==> src/ffem_params.svh <==
// Offsets, field positions, reset values and timing counts of the fault flag block
`ifndef FFEM_PARAMS_SVH
`define FFEM_PARAMS_SVH

`define FFEM_ADDR_FAULT_FLAGS   8'h27
`define FFEM_ADDR_MASK_FIRST    8'h28
`define FFEM_ADDR_MASK_SECOND   8'h29

`define FFEM_RST_FAULT_FLAGS    8'h00
`define FFEM_RST_MASK_FIRST     8'h00
`define FFEM_RST_MASK_SECOND    8'h00
`define FFEM_READ_UNMAPPED      8'h00

`define FFEM_BIT_INPUT_UV       7
`define FFEM_BIT_INPUT_OV       6
`define FFEM_BIT_BATT_OC        5
`define FFEM_BIT_BATT_OV        4
`define FFEM_BIT_THERMAL        3
`define FFEM_BIT_DRV_SUPPLY     1

`define FFEM_BIT_CONV_DONE      7
`define FFEM_BIT_IN_CUR_REG     6
`define FFEM_BIT_IN_VOLT_REG    5
`define FFEM_BIT_WATCHDOG       3
`define FFEM_BIT_FIRST_SPARE    0

`define FFEM_BIT_POWER_GOOD     7
`define FFEM_BIT_THERMISTOR     4
`define FFEM_BIT_REVERSE        3
`define FFEM_BIT_SW_SYNC        1

`define FFEM_FLAG_IMPL          8'hFA
`define FFEM_MASK_FIRST_IMPL    8'hE9
`define FFEM_MASK_SECOND_IMPL   8'h9A

`define FFEM_CLK_HZ             10000000
`define FFEM_INT_PULSE_NS       256000
`define FFEM_INT_PULSE_CYC      ((`FFEM_INT_PULSE_NS * (`FFEM_CLK_HZ / 1000000)) / 1000)
`define FFEM_CNT_W              12

`endif

==> src/ffem_pkg.sv <==
// Types shared by the fault flag and event mask block
package ffem_pkg;

	typedef struct packed {
		logic       rd;
		logic       wr;
		logic [7:0] addr;
		logic [7:0] wdata;
	} ffem_reg_req_s;

	typedef struct packed {
		logic input_uv;
		logic input_ov;
		logic batt_oc;
		logic batt_ov;
		logic thermal;
		logic drv_supply;
	} ffem_fault_s;

	typedef struct packed {
		logic conv_done;
		logic in_cur_reg;
		logic in_volt_reg;
		logic power_good;
		logic thermistor;
		logic reverse;
		logic sw_sync;
	} ffem_event_s;

	typedef enum logic [0:0] {
		FFEM_IDLE  = 1'b0,
		FFEM_PULSE = 1'b1
	} ffem_pulse_e;

endpackage

==> src/ffem_fault_flags.sv <==
// Latched fault flags, two event mask registers and interrupt pulse request
`timescale 1ns/10ps
`default_nettype none
`include "ffem_params.svh"

// Summary of operation
// Fault flag register at 0x27, resets 0x00
// Reading fault flags clears all of them except a flag whose fault is set in the same cycle
// Bit 7 latches input under-voltage fault
// Bit 6 latches input over-voltage fault
// Bit 5 latches battery over-current fault
// Bit 4 latches battery over-voltage fault
// Bit 3 latches thermal shutdown fault
// Bit 1 latches driver supply fault; 2,0 zero
// First mask register at 0x28, resets 0x00
// Mask bit 7 gates one-shot conversion done
// Mask bit 6 gates input current regulation
// Mask bit 5 gates input voltage regulation
// Mask bit 3 gates host watchdog expiry
// Second mask register at 0x29, resets 0x00
// Mask bit 7 gates power-good toggle
// Mask bit 4 gates thermistor state change
// Mask bit 3 gates reverse-mode toggle
// Mask bit 1 gates switching-sync change
// Fault events gated by external fault mask
// Conversion done counts only in one-shot
// Watchdog flag set on status rising edge
// Flags latch regardless of mask bits
// One fixed pulse per new unmasked event; events during a pulse share one
// Register reset command clears mask bits
module ffem_fault_flags (
	// Clock and reset
	input  wire logic                   mclk,
	input  wire logic                   rst_n,
	// Register port
	input  wire ffem_pkg::ffem_reg_req_s reg_req,
	output logic [7:0]                  reg_rdata,
	input  wire logic                   reg_reset_cmd,
	// Fault status levels from the analog side
	input  wire ffem_pkg::ffem_fault_s  fault_status,
	input  wire logic [7:0]             fault_mask,
	// Event pulses from core logic
	input  wire ffem_pkg::ffem_event_s  event_pulse,
	input  wire logic                   oneshot_mode,
	input  wire logic                   host_watchdog_state,
	output logic                        watchdog_flag_set,
	// Interrupt pin, open drain
	output logic                        int_out,
	output logic                        int_oe_n
);

	typedef struct packed {
		logic [5:0] sync_a;
		logic [5:0] sync_b;
		logic [5:0] prev;
		logic [7:0] flags;
		logic [7:0] mask_first;
		logic [7:0] mask_second;
		logic [7:0] rdata;
		logic       wd_prev;
		logic       wd_set;
		logic       pending;
	} ffem_state_s;

	ffem_state_s st;
	ffem_state_s next_st;

	logic [5:0] fault_vec;
	logic [5:0] fault_rise;
	logic [7:0] flag_set;
	logic [7:0] flag_new;
	logic [7:0] fault_gate;
	logic       wd_rise;
	logic       conv_done_ok;
	logic       first_hit;
	logic       second_hit;
	logic       fault_hit;
	logic       any_hit;
	logic       pulse_busy;
	logic       pulse_fire;

	assign fault_vec = {fault_status.input_uv, fault_status.input_ov,
		fault_status.batt_oc, fault_status.batt_ov,
		fault_status.thermal, fault_status.drv_supply};

	// Entering a fault is the edge of the synchronised status level
	assign fault_rise = st.sync_b & ~st.prev;

	always_comb begin
		flag_set = 8'h00;
		flag_set[`FFEM_BIT_INPUT_UV]   = fault_rise[5];
		flag_set[`FFEM_BIT_INPUT_OV]   = fault_rise[4];
		flag_set[`FFEM_BIT_BATT_OC]    = fault_rise[3];
		flag_set[`FFEM_BIT_BATT_OV]    = fault_rise[2];
		flag_set[`FFEM_BIT_THERMAL]    = fault_rise[1];
		flag_set[`FFEM_BIT_DRV_SUPPLY] = fault_rise[0];
	end

	// Only a flag going from clear to set counts as a new event
	assign flag_new = flag_set & ~st.flags & `FFEM_FLAG_IMPL;
	assign fault_gate = flag_new & ~fault_mask;
	assign fault_hit = |fault_gate;

	assign wd_rise = host_watchdog_state & ~st.wd_prev;
	assign conv_done_ok = event_pulse.conv_done & oneshot_mode;

	always_comb begin
		first_hit = 1'b0;
		if (conv_done_ok && !st.mask_first[`FFEM_BIT_CONV_DONE])
			first_hit = 1'b1;
		if (event_pulse.in_cur_reg && !st.mask_first[`FFEM_BIT_IN_CUR_REG])
			first_hit = 1'b1;
		if (event_pulse.in_volt_reg &&
			!st.mask_first[`FFEM_BIT_IN_VOLT_REG])
			first_hit = 1'b1;
		if (wd_rise && !st.mask_first[`FFEM_BIT_WATCHDOG])
			first_hit = 1'b1;
	end

	always_comb begin
		second_hit = 1'b0;
		if (event_pulse.power_good &&
			!st.mask_second[`FFEM_BIT_POWER_GOOD])
			second_hit = 1'b1;
		if (event_pulse.thermistor &&
			!st.mask_second[`FFEM_BIT_THERMISTOR])
			second_hit = 1'b1;
		if (event_pulse.reverse && !st.mask_second[`FFEM_BIT_REVERSE])
			second_hit = 1'b1;
		if (event_pulse.sw_sync && !st.mask_second[`FFEM_BIT_SW_SYNC])
			second_hit = 1'b1;
	end

	assign any_hit = fault_hit | first_hit | second_hit;

	// Events during a pulse merge into one follow-up pulse
	assign pulse_fire = (any_hit | st.pending) & ~pulse_busy;

	always_comb begin
		next_st = st;
		next_st.sync_a = fault_vec;
		next_st.sync_b = st.sync_a;
		next_st.prev = st.sync_b;
		next_st.wd_prev = host_watchdog_state;
		next_st.wd_set = wd_rise;
		next_st.pending = (st.pending | any_hit) & ~pulse_fire;

		// Set wins over the read clear so a same-cycle fault is kept
		if (reg_req.rd && reg_req.addr == `FFEM_ADDR_FAULT_FLAGS)
			next_st.flags = 8'h00;
		next_st.flags = (next_st.flags | flag_set) & `FFEM_FLAG_IMPL;

		if (reg_req.wr && reg_req.addr == `FFEM_ADDR_MASK_FIRST)
			next_st.mask_first = reg_req.wdata & `FFEM_MASK_FIRST_IMPL;
		if (reg_req.wr && reg_req.addr == `FFEM_ADDR_MASK_SECOND)
			next_st.mask_second = reg_req.wdata & `FFEM_MASK_SECOND_IMPL;
		if (reg_reset_cmd) begin
			next_st.mask_first  = `FFEM_RST_MASK_FIRST;
			next_st.mask_second = `FFEM_RST_MASK_SECOND;
		end

		if (reg_req.rd) begin
			unique case (reg_req.addr)
				`FFEM_ADDR_FAULT_FLAGS:
					next_st.rdata = st.flags;
				`FFEM_ADDR_MASK_FIRST:
					next_st.rdata = st.mask_first;
				`FFEM_ADDR_MASK_SECOND:
					next_st.rdata = st.mask_second;
				default:
					next_st.rdata = `FFEM_READ_UNMAPPED;
			endcase
		end
	end

	always_ff @(posedge mclk) begin
		if (!rst_n) begin
			st.sync_a      <= 6'h00;
			st.sync_b      <= 6'h00;
			st.prev        <= 6'h00;
			st.flags       <= `FFEM_RST_FAULT_FLAGS;
			st.mask_first  <= `FFEM_RST_MASK_FIRST;
			st.mask_second <= `FFEM_RST_MASK_SECOND;
			st.rdata       <= 8'h00;
			st.wd_prev     <= 1'b0;
			st.wd_set      <= 1'b0;
			st.pending     <= 1'b0;
		end else begin
			st <= next_st;
		end
	end

	ffem_int_pulse u_pulse (
		.mclk     (mclk),
		.rst_n    (rst_n),
		.fire     (pulse_fire),
		.busy     (pulse_busy),
		.int_oe_n (int_oe_n)
	);

	// Open drain: the pin is only ever pulled low
	assign int_out           = 1'b0;
	assign reg_rdata         = st.rdata;
	assign watchdog_flag_set = st.wd_set;

endmodule
`default_nettype wire

==> src/ffem_int_pulse.sv <==
// Fixed-width active-low pulse driver for the open-drain interrupt pin
`timescale 1ns/10ps
`default_nettype none
`include "ffem_params.svh"

module ffem_int_pulse (
	// Clock and reset
	input  wire logic mclk,
	input  wire logic rst_n,
	// Request
	input  wire logic fire,
	output logic      busy,
	// Pin
	output logic      int_oe_n
);

	typedef struct packed {
		ffem_pkg::ffem_pulse_e   state;
		logic [`FFEM_CNT_W-1:0] count;
		logic                    oe_n;
	} ffem_pulse_s;

	localparam logic [`FFEM_CNT_W-1:0] PULSE_LAST =
		`FFEM_CNT_W'(`FFEM_INT_PULSE_CYC - 1);

	ffem_pulse_s st;
	ffem_pulse_s next_st;

	always_comb begin
		next_st = st;
		unique case (st.state)
			ffem_pkg::FFEM_IDLE: begin
				if (fire) begin
					next_st.state = ffem_pkg::FFEM_PULSE;
					next_st.count = '0;
					next_st.oe_n  = 1'b0;
				end
			end
			ffem_pkg::FFEM_PULSE: begin
				if (st.count == PULSE_LAST) begin
					next_st.state = ffem_pkg::FFEM_IDLE;
					next_st.oe_n  = 1'b1;
				end else begin
					next_st.count = st.count + `FFEM_CNT_W'(1);
				end
			end
		endcase
	end

	always_ff @(posedge mclk) begin
		if (!rst_n) begin
			st.state <= ffem_pkg::FFEM_IDLE;
			st.count <= '0;
			st.oe_n  <= 1'b1;
		end else begin
			st <= next_st;
		end
	end

	assign busy     = (st.state == ffem_pkg::FFEM_PULSE);
	assign int_oe_n = st.oe_n;

endmodule
`default_nettype wire

==> config.mk <==
export PLATFORM = sky130hd
export DESIGN_NAME = ffem_fault_flags
export DESIGN_NICKNAME = d
export VERILOG_FILES = /design/src/ffem_pkg.sv /design/src/ffem_fault_flags.sv /design/src/ffem_int_pulse.sv
export VERILOG_INCLUDE_DIRS = /design/src
export SDC_FILE = /design/constraint.sdc
export NUM_CORES = 1
export LEC_CHECK = 0
export BUFFER_PORTS_ARGS = -buffer_cell sky130_fd_sc_hd__buf_2
export CAP_MARGIN = 25
export CORE_UTILIZATION = 45
export CTS_CLUSTER_SIZE = 10
export DETAILED_ROUTE_END_ITERATION = 10
export HOLD_SLACK_MARGIN = 0.06
export PLACE_DENSITY = 0.68
export SYNTH_ARGS = -nofsm -noshare
export SYNTH_HDL_FRONTEND = slang
export SYNTH_SLANG_ARGS = --single-unit
export TNS_END_PERCENT = 5
==> constraint.sdc <==
create_clock -name mclk -period 5 [get_ports mclk]
set_clock_uncertainty 0.1 [all_clocks]
set_input_delay 1.5 -clock mclk [delete_from_list [all_inputs] [get_ports mclk]]
set_output_delay 1.5 -clock mclk [all_outputs]
set_load 0.1 [all_outputs]
-- Word level (Yosys, flattened, before mapping)
Index checks and enable logic that the tools add are counted.
- flip-flop bits (word level): 60
- latch bits: 0
- bits in writable memories: 0
- bits in read-only memories: 0
- input port bits: 44
- memories kept: 0
- add/sub/neg operators: 1
- multipliers: 0
- divide/modulo/power cells: 0
- order comparisons: 0
- equal/unequal tests: 7
- shifts and indexed selects: 0
- mux-type cells: 15
- bitwise logic cells: 18
- reduce and logical (&&, ||, !) cells: 23
- operators by type and width (cell ; number):
    case mux 14 bit (2 select lines) ; 1
    == test 8 x 6 -> 1 bit (second input constant) ; 3
    case mux 8 bit (3 select lines) ; 1
    AND 8 bit ; 2
    NOT 8 bit ; 2
    2-to-1 mux 14 bit ; 1
    adder 12 x 1 -> 12 bit (second input constant) ; 1
    == test 12 bit (second input constant) ; 1
    2-to-1 mux 12 bit ; 1
    logical AND 1 bit ; 11
    2-to-1 mux 1 bit ; 10
    logical NOT 1 bit ; 8
    2-to-1 mux 8 bit ; 1
    OR 8 bit ; 1
    OR reduction 8 bit ; 1
    AND 6 bit ; 1
    inequality test 2 bit (second input constant) ; 3
    NOT 6 bit ; 1
    AND 1 bit ; 4
    NOT 1 bit ; 4
    AND reduction 2 bit ; 2
    OR 1 bit ; 3
    OR reduction 2 bit ; 1

-- Longest topological paths before layout
Gate-level depths: netlist of the first run.
- depth after elaboration: 12
- depth in mapped cells: 7
- mapped depth without buffers: 6

-- Modules after synthesis
Synthesis of the first run repeated with hierarchy kept, for this count alone.
- cell total of the unflattened synthesis: 259
- area, all modules: 2507.4 um2
- modules (own cells, without submodules) (module ; instances ; cells each ; area an instance (um2)):
    ffem_fault_flags ; 1 ; 170 ; 1722.9
    ffem_int_pulse ; 1 ; 89 ; 784.5

-- Worst setup path before layout of the first run
OpenSTA, ideal clock, no wires.
- kind: input to register
- from: input reg_req[12] (netlist name)
- to: register st[28] (netlist name)
- data arrival time: 2.734 ns
- path slack: 2.039 ns
- cell stages on the path: 5
- path through: or4b_4 > nor2_1 > nand2_1 > a21oi_1 > nor2_1
- cells in the longest elaborated chain, start to end: 4
- ends and longest elaborated chain (what ; line ; RTL):
    from (decl) ; ffem_fault_flags.sv:36 ; input wire ffem_pkg::ffem_reg_req_s reg_req,
    == test 8 x 6 -> 1 bit ; n/a ;
    logical AND 1 bit (no source line) ; n/a ;
    2-to-1 mux 8 bit ; ffem_fault_flags.sv:149 ; if (reg_req.rd && reg_req.addr == `FFEM_ADDR_FAULT_FLAGS)
    OR 8 bit ; ffem_fault_flags.sv:151 ; next_st.flags = (next_st.flags | flag_set) & `FFEM_FLAG_IMPL;
    to (signal assigned) ; ffem_fault_flags.sv:189 ; st <= next_st;
    to (decl) ; ffem_fault_flags.sv:65 ; ffem_state_s st;
No other way between the ends.
A chain may end at the register's enable or synchronous reset.

-- Worst setup path in the final report of the first run
Ends and elaborated chain as after synthesis.

==> flow_summary_export.csv, run 1 <==
group,metric,value,unit
power_and_ir_drop,p_clk_frac,0.476,
timing,worstMarginPinSlew,572,ps
final_layout,fin_area,2910,um2
routing,routed_via_density,5.21,
routing,vias,2063,
clock_tree,cts_root_buffer,"clkbuf_8",
die,rows,26,
power_and_ir_drop,intPower,0.799,mW
run_status,status,"completed",
power_and_ir_drop,ir_worst_vdd,0.224,mV
worst_setup_path,required,5110,ps
worst_setup_path,cp.arrival,3070,ps
power_and_ir_drop,power.leakage,1.11,nW
clock_tree,cts-resized-gates,0,
clock_tree,cts.htree.levels,3,
clock_tree,worstSkewPairLatency,340,ps
die,die_x,75.8,um
logic_synthesis,synth_flop_cell,"dfxtp_1",
place,dpl_cell_area,2680,um2
job,cap_violations,0,
power_and_ir_drop,seqPwrFrac,0.458,
worst_setup_path,critPathMaxFanout,7,
final_layout,area_delta_synth_final,18.8,%
timing,fin_crit_sh,0.591,
die,die_h,75.8,um
routing,drt_first_iter_violations,86,
timing,rsz0062_at_grt,"false",
timing,slew_headroom,0.617,
die,initial_core_util,0.474,
logic_synthesis,syn_area,2450,um2
timing,drv_slew,0,
power_and_ir_drop,power_switching,0.234,mW
clock_tree,cts_made_buffers,9,
logic_synthesis,ys_ff_latch,57,
routing,wl_per_cell,12.8,um
timing,setup_viol,0,
routing,first_pass_iters,4,
die,core,5170,um2
routing,drc,0,
logic_synthesis,synth_cell_types,47,
logic_synthesis,yosysSeqAreaShare,0.465,
worst_setup_path,worstSetupPathType,"in2reg",
clock_tree,cts_tree,"built",
timing,hold_ws,318,ps
worst_setup_path,end_kind,"register",
clock_tree,cts_hold_buffers,0,
logic_synthesis,yosys.area_share.simple,0.312,
clock_tree,clkTransAtPathRegs,60,ps
timing,max_freq,0.338,GHz
place,dp_slack,1690,ps
place,finalWeightedCongestion,0.817,
global_routing,grt_pass1_wl,8210,um
final_layout,antenna_cells,0,
final_layout,final_layout_size_suffix_gt1_frac,0.218,
global_routing,grt_max_degree,35,
final_layout,final_common_cell,"dfxtp_1",
hold_path,hp-class,"reg2reg",
timing,min_period,2960,ps
global_routing,grt-ovfl-total,0,
timing,setup_ws,2040,ps
global_routing,grt_antenna_before_repair,0,
place,place_hpwl,3540,um
power_and_ir_drop,switching_share,0.226,
routing,drt-total-wl,5070,um
logic_synthesis,yosys-mux-area-fraction,0,
die,design.die.area,5750,um2
timing,setup_tns,0,ps
final_layout,layout_common_cells,"57 x dfxtp_1, 49 x buf_2, 25 x nand2_1, 25 x and2_1, 23 x a21oi_1",
final_layout,multi_input_comb_area,1160,um2
die,io_pins,55,
logic_synthesis,synthArstFlopShare,0,
power_and_ir_drop,p_comb_frac,0.065,
place,port_buffers,49,
power_and_ir_drop,powerDensity,355,nW/um2
logic_synthesis,synth_xor_area_frac,0.0143,
final_layout,register_area,1140,um2
final_layout,nets,366,
final_layout,filler_cell_count,443,
logic_synthesis,synth_adder_area_share,0.00510,
global_routing,grt_pass1_vias,1839,
timing,hold_viol,0,
worst_setup_path,start_kind,"primary input",
clock_tree,cts.sinks,57,
logic_synthesis,netlist_instances,280,
logic_synthesis,synth_top_family_by_area,"simple AND/OR/NAND/NOR gates",
logic_synthesis,ys_warn_count,0,
clock_tree,cts_buffer_depth,2,
logic_synthesis,syn_avg_cell_area,8.76,um2
clock_tree,cts_setup_buffers,0,
routing,ant_nets,0,
global_routing,grt_usage,0.196,
logic_synthesis,synth_edf_count,0,
logic_synthesis,synth_compound_area_frac,0.140,
## worst max-delay path: stages
cell and delay (ps):
buf_2 100, or4b_4 570, nor2_1 390, nand2_1 260, a21oi_1 200, nor2_1 50
## flip-flops by register name, indices dropped and copies added, names as in the netlist
register           count
st                    23
next_st               12
u_pulse.st            12
reg_rdata              7
u_pulse.busy           1
u_pulse.int_oe_n       1
watchdog_flag_set      1
## power by group through the flow
stage          Clock (mW)  Combinational (mW)  Sequential (mW)
2_1_floorplan           0              0.0403            0.487
3_3_place_gp            0              0.0664            0.483
3_5_place_dp            0              0.0676            0.483
4_1_cts             0.500              0.0680            0.473
5_1_grt             0.519              0.0735            0.475
6_report            0.492              0.0674            0.473
## logic make-up after synthesis
family | after synthesis
flip-flops | 57
other | 1
AND/OR/NAND/NOR | 132
XOR/XNOR | 4
AO/OA/AOI/OAI | 54
adder cells (fa/ha/maj) | 1
buffers and inverters | 31
## layer usage
metal,part of all wire,GRT usage
met1,0.48,0.243
met2,0.45,0.316
met3,0.056,0.0516
met4,0.015,0.0988
met5,0,0
## synth_stat cells, drive strengths merged (5+ instances only)
| cell type | count | area, um2 |
|---|---|---|
| dfxtp | 57 | 1140 |
| and2 | 25 | 156 |
| nand2 | 25 | 93.8 |
| a21oi | 24 | 124 |
| nand3 | 22 | 110 |
| nor2 | 14 | 52.6 |
| buf | 12 | 80.1 |
| nor2b | 12 | 75.1 |
| clkbuf | 9 | 33.8 |
| inv | 9 | 33.8 |
| nand3b | 5 | 37.5 |
| o22ai | 5 | 31.3 |
## worst paths after layout
check,startpoint,endpoint,slack (ps),depth (start not counted)
max,reg_req[12],st[28]$_SDFF_PN0_,2040,6
min,st[2]$_SDFF_PN0_,watchdog_flag_set$_SDFF_PN0_,320,1
max reg2reg,st[22]$_SDFFE_PP0P_,u_pulse.st[2]$_SDFFE_PN0P_,3000,5
min reg2reg,st[2]$_SDFF_PN0_,watchdog_flag_set$_SDFF_PN0_,320,1
## through the flow
| step | utilization | std cells | total power, mW |
|---|---|---|---|
| floorplan | - | 281 | 0.527 |
| global placement | 0.519 | 380 | 0.549 |
| detailed placement | 0.519 | 380 | 0.551 |
| CTS | 0.563 | 396 | 1.04 |
| global route | 0.563 | 396 | 1.07 |
| finish | 0.563 | 396 | 1.03 |
## area by class of cell
cell class | count | share of cell area
Timing Repair Buffer | 50 | 0.0868
Inverter | 10 | 0.0129
Multi-Input combinational cell | 193 | 0.399
Sequential cell | 57 | 0.392
Tap cell | 70 | 0.0301
Clock buffer | 12 | 0.0533
Clock inverter | 4 | 0.0258
Power figures use the tool's default switching activity.
==> run 2, diff against run 1 <==
- clock period: 5 -> 2.9 ns (I/O delays scaled with it)
==> flow_summary_export.csv, run 2 (same netlist as run 1, synthesis figures left out) <==
group,metric,value,unit
run_status,status,"completed",
die,design.die.area,5750,um2
worst_setup_path,cp.arrival,2290,ps
power_and_ir_drop,ir_worst_vdd,0.440,mV
power_and_ir_drop,power_switching,0.375,mW
timing,slew_headroom,0.615,
clock_tree,cts_made_buffers,9,
power_and_ir_drop,power.leakage,1.12,nW
global_routing,grt_antenna_before_repair,0,
worst_setup_path,rr_startpoint,"u_pulse.st[1]$_SDFFE_PN0P_",
final_layout,nets,369,
final_layout,antenna_cells,0,
worst_setup_path,critPathMaxFanout,6,
routing,ant_nets,0,
die,rows,26,
clock_tree,cts-resized-gates,0,
hold_path,hold_path_end,"watchdog_flag_set$_SDFF_PN0_",
power_and_ir_drop,seqPwrFrac,0.483,
worst_setup_path,end_kind,"register",
die,die_x,75.8,um
hold_path,hp-class,"reg2reg",
final_layout,final_layout_size_suffix_gt1_frac,0.222,
final_layout,final_common_cell,"dfxtp_1",
routing,routed_via_density,5.18,
routing,drt_first_iter_violations,50,
worst_setup_path,r2r_setup_slack,970,ps
clock_tree,cts_buffer_depth,2,
clock_tree,cts.htree.levels,3,
place,port_buffers,49,
place,place_hpwl,3660,um
global_routing,grt_max_degree,34,
routing,wl_per_cell,12.7,um
power_and_ir_drop,switching_share,0.222,
final_layout,multi_input_comb_area,1160,um2
timing,rsz0062_at_grt,"false",
place,finalWeightedCongestion,0.858,
timing,fin_crit_sh,0.748,
die,io_pins,55,
final_layout,layout_common_cells,"57 x dfxtp_1, 49 x buf_2, 25 x nand2_1, 25 x and2_1, 23 x a21oi_1",
global_routing,grt_pass1_wl,8520,um
timing,max_freq,0.461,GHz
timing,setup_viol,0,
final_layout,largest_register_ff_count,23,
global_routing,grt_pass1_vias,1928,
clock_tree,cts_tree,"built",
clock_tree,cts_root_buffer,"clkbuf_8",
routing,drt-total-wl,5080,um
worst_setup_path,required,3020,ps
die,core,5170,um2
worst_setup_path,worstSetupPathType,"in2reg",
timing,worstMarginPinSlew,576,ps
global_routing,grt-ovfl-total,0,
power_and_ir_drop,powerDensity,581,nW/um2
worst_setup_path,r2r-end,"u_pulse.st[2]$_SDFFE_PN0P_",
clock_tree,worstSkewPairLatency,330,ps
worst_setup_path,start_kind,"primary input",
routing,first_pass_iters,4,
global_routing,grt_usage,0.203,
power_and_ir_drop,intPower,1.32,mW
power_and_ir_drop,power.total,1.69,mW
job,cap_violations,0,
die,die_h,75.8,um
timing,setup_tns,0,ps
clock_tree,cts_setup_buffers,0,
worst_setup_path,reg2reg_depth,5,
final_layout,top_register,"st",
clock_tree,clkTransAtPathRegs,60,ps
final_layout,area_delta_synth_final,18.8,%
routing,vias,2066,
clock_tree,cts_hold_buffers,0,
final_layout,register_area,1140,um2
final_layout,filler_cell_count,502,
hold_path,worstHoldStart,"st[2]$_SDFF_PN0_",
die,initial_core_util,0.474,
power_and_ir_drop,p_clk_frac,0.447,
timing,min_period,2170,ps
timing,hold_viol,0,
timing,drv_slew,0,
routing,drc,0,
clock_tree,cts.sinks,57,
power_and_ir_drop,p_comb_frac,0.070,
hold_path,hold_path_depth,1,
run 2: routing by layer:
metal,GRT usage,part of all wire,up-vias
met5,0,0,-
met2,0.330,0.46,49
met4,0.0802,0.015,0
li1,-,-,1056
met1,0.246,0.47,954
met3,0.0714,0.056,7
run 2: critical path: stages:
cell	delay [ps]
buf_2	90
nor2b_1	120
a2111oi_1	390
and4b_1	390
nand2_1	160
a311oi_1	270
run 2: worst max path at each step:
stage,startpoint,end,slack [ps],depth (start not counted)
final,event_pulse[4],u_pulse.st[2]$_SDFFE_PN0P_,730,6
after global routing,reg_req[12],reg_rdata[3]$_SDFFE_PN0P_,620,6
after CTS,event_pulse[4],u_pulse.st[2]$_SDFFE_PN0P_,720,6
after detailed placement,reg_req[12],reg_rdata[7]$_SDFFE_PN0P_,380,6
after global placement,reg_req[12],reg_rdata[3]$_SDFFE_PN0P_,380,6
after floorplan,reg_req[12],st[28]$_SDFF_PN0_,570,5
run 2: power by group through the flow:
stage	registers, mW	logic, mW	clock network (mW)
after global placement	0.833	0.118	0
after global routing	0.819	0.132	0.814
after detailed placement	0.834	0.120	0
after CTS	0.816	0.120	0.780
after floorplan	0.840	0.0695	0
final	0.817	0.119	0.756
run 2: cell type report:
class / instances / share of cell area
clock buffers: 14 / 0.0593
clock inverters: 2 / 0.0120
inverters: 10 / 0.0129
repair buffers: 53 / 0.0945
flip-flops and latches: 57 / 0.392
multi-input cells: 193 / 0.399
well taps: 70 / 0.0301
run 2: stage by stage:
stage | hold slack (ps) | worst slack (ps) | instance area (um2) | util | cells
global route | 320 | 616 | 2910 | 0.563 | 399
floorplan | 293 | 569 | 2460 | - | 281
global placement | 308 | 380 | 2710 | 0.523 | 383
CTS | 315 | 722 | 2910 | 0.563 | 399
finish | 311 | 730 | 2910 | 0.563 | 399
detailed placement | 306 | 381 | 2710 | 0.523 | 383
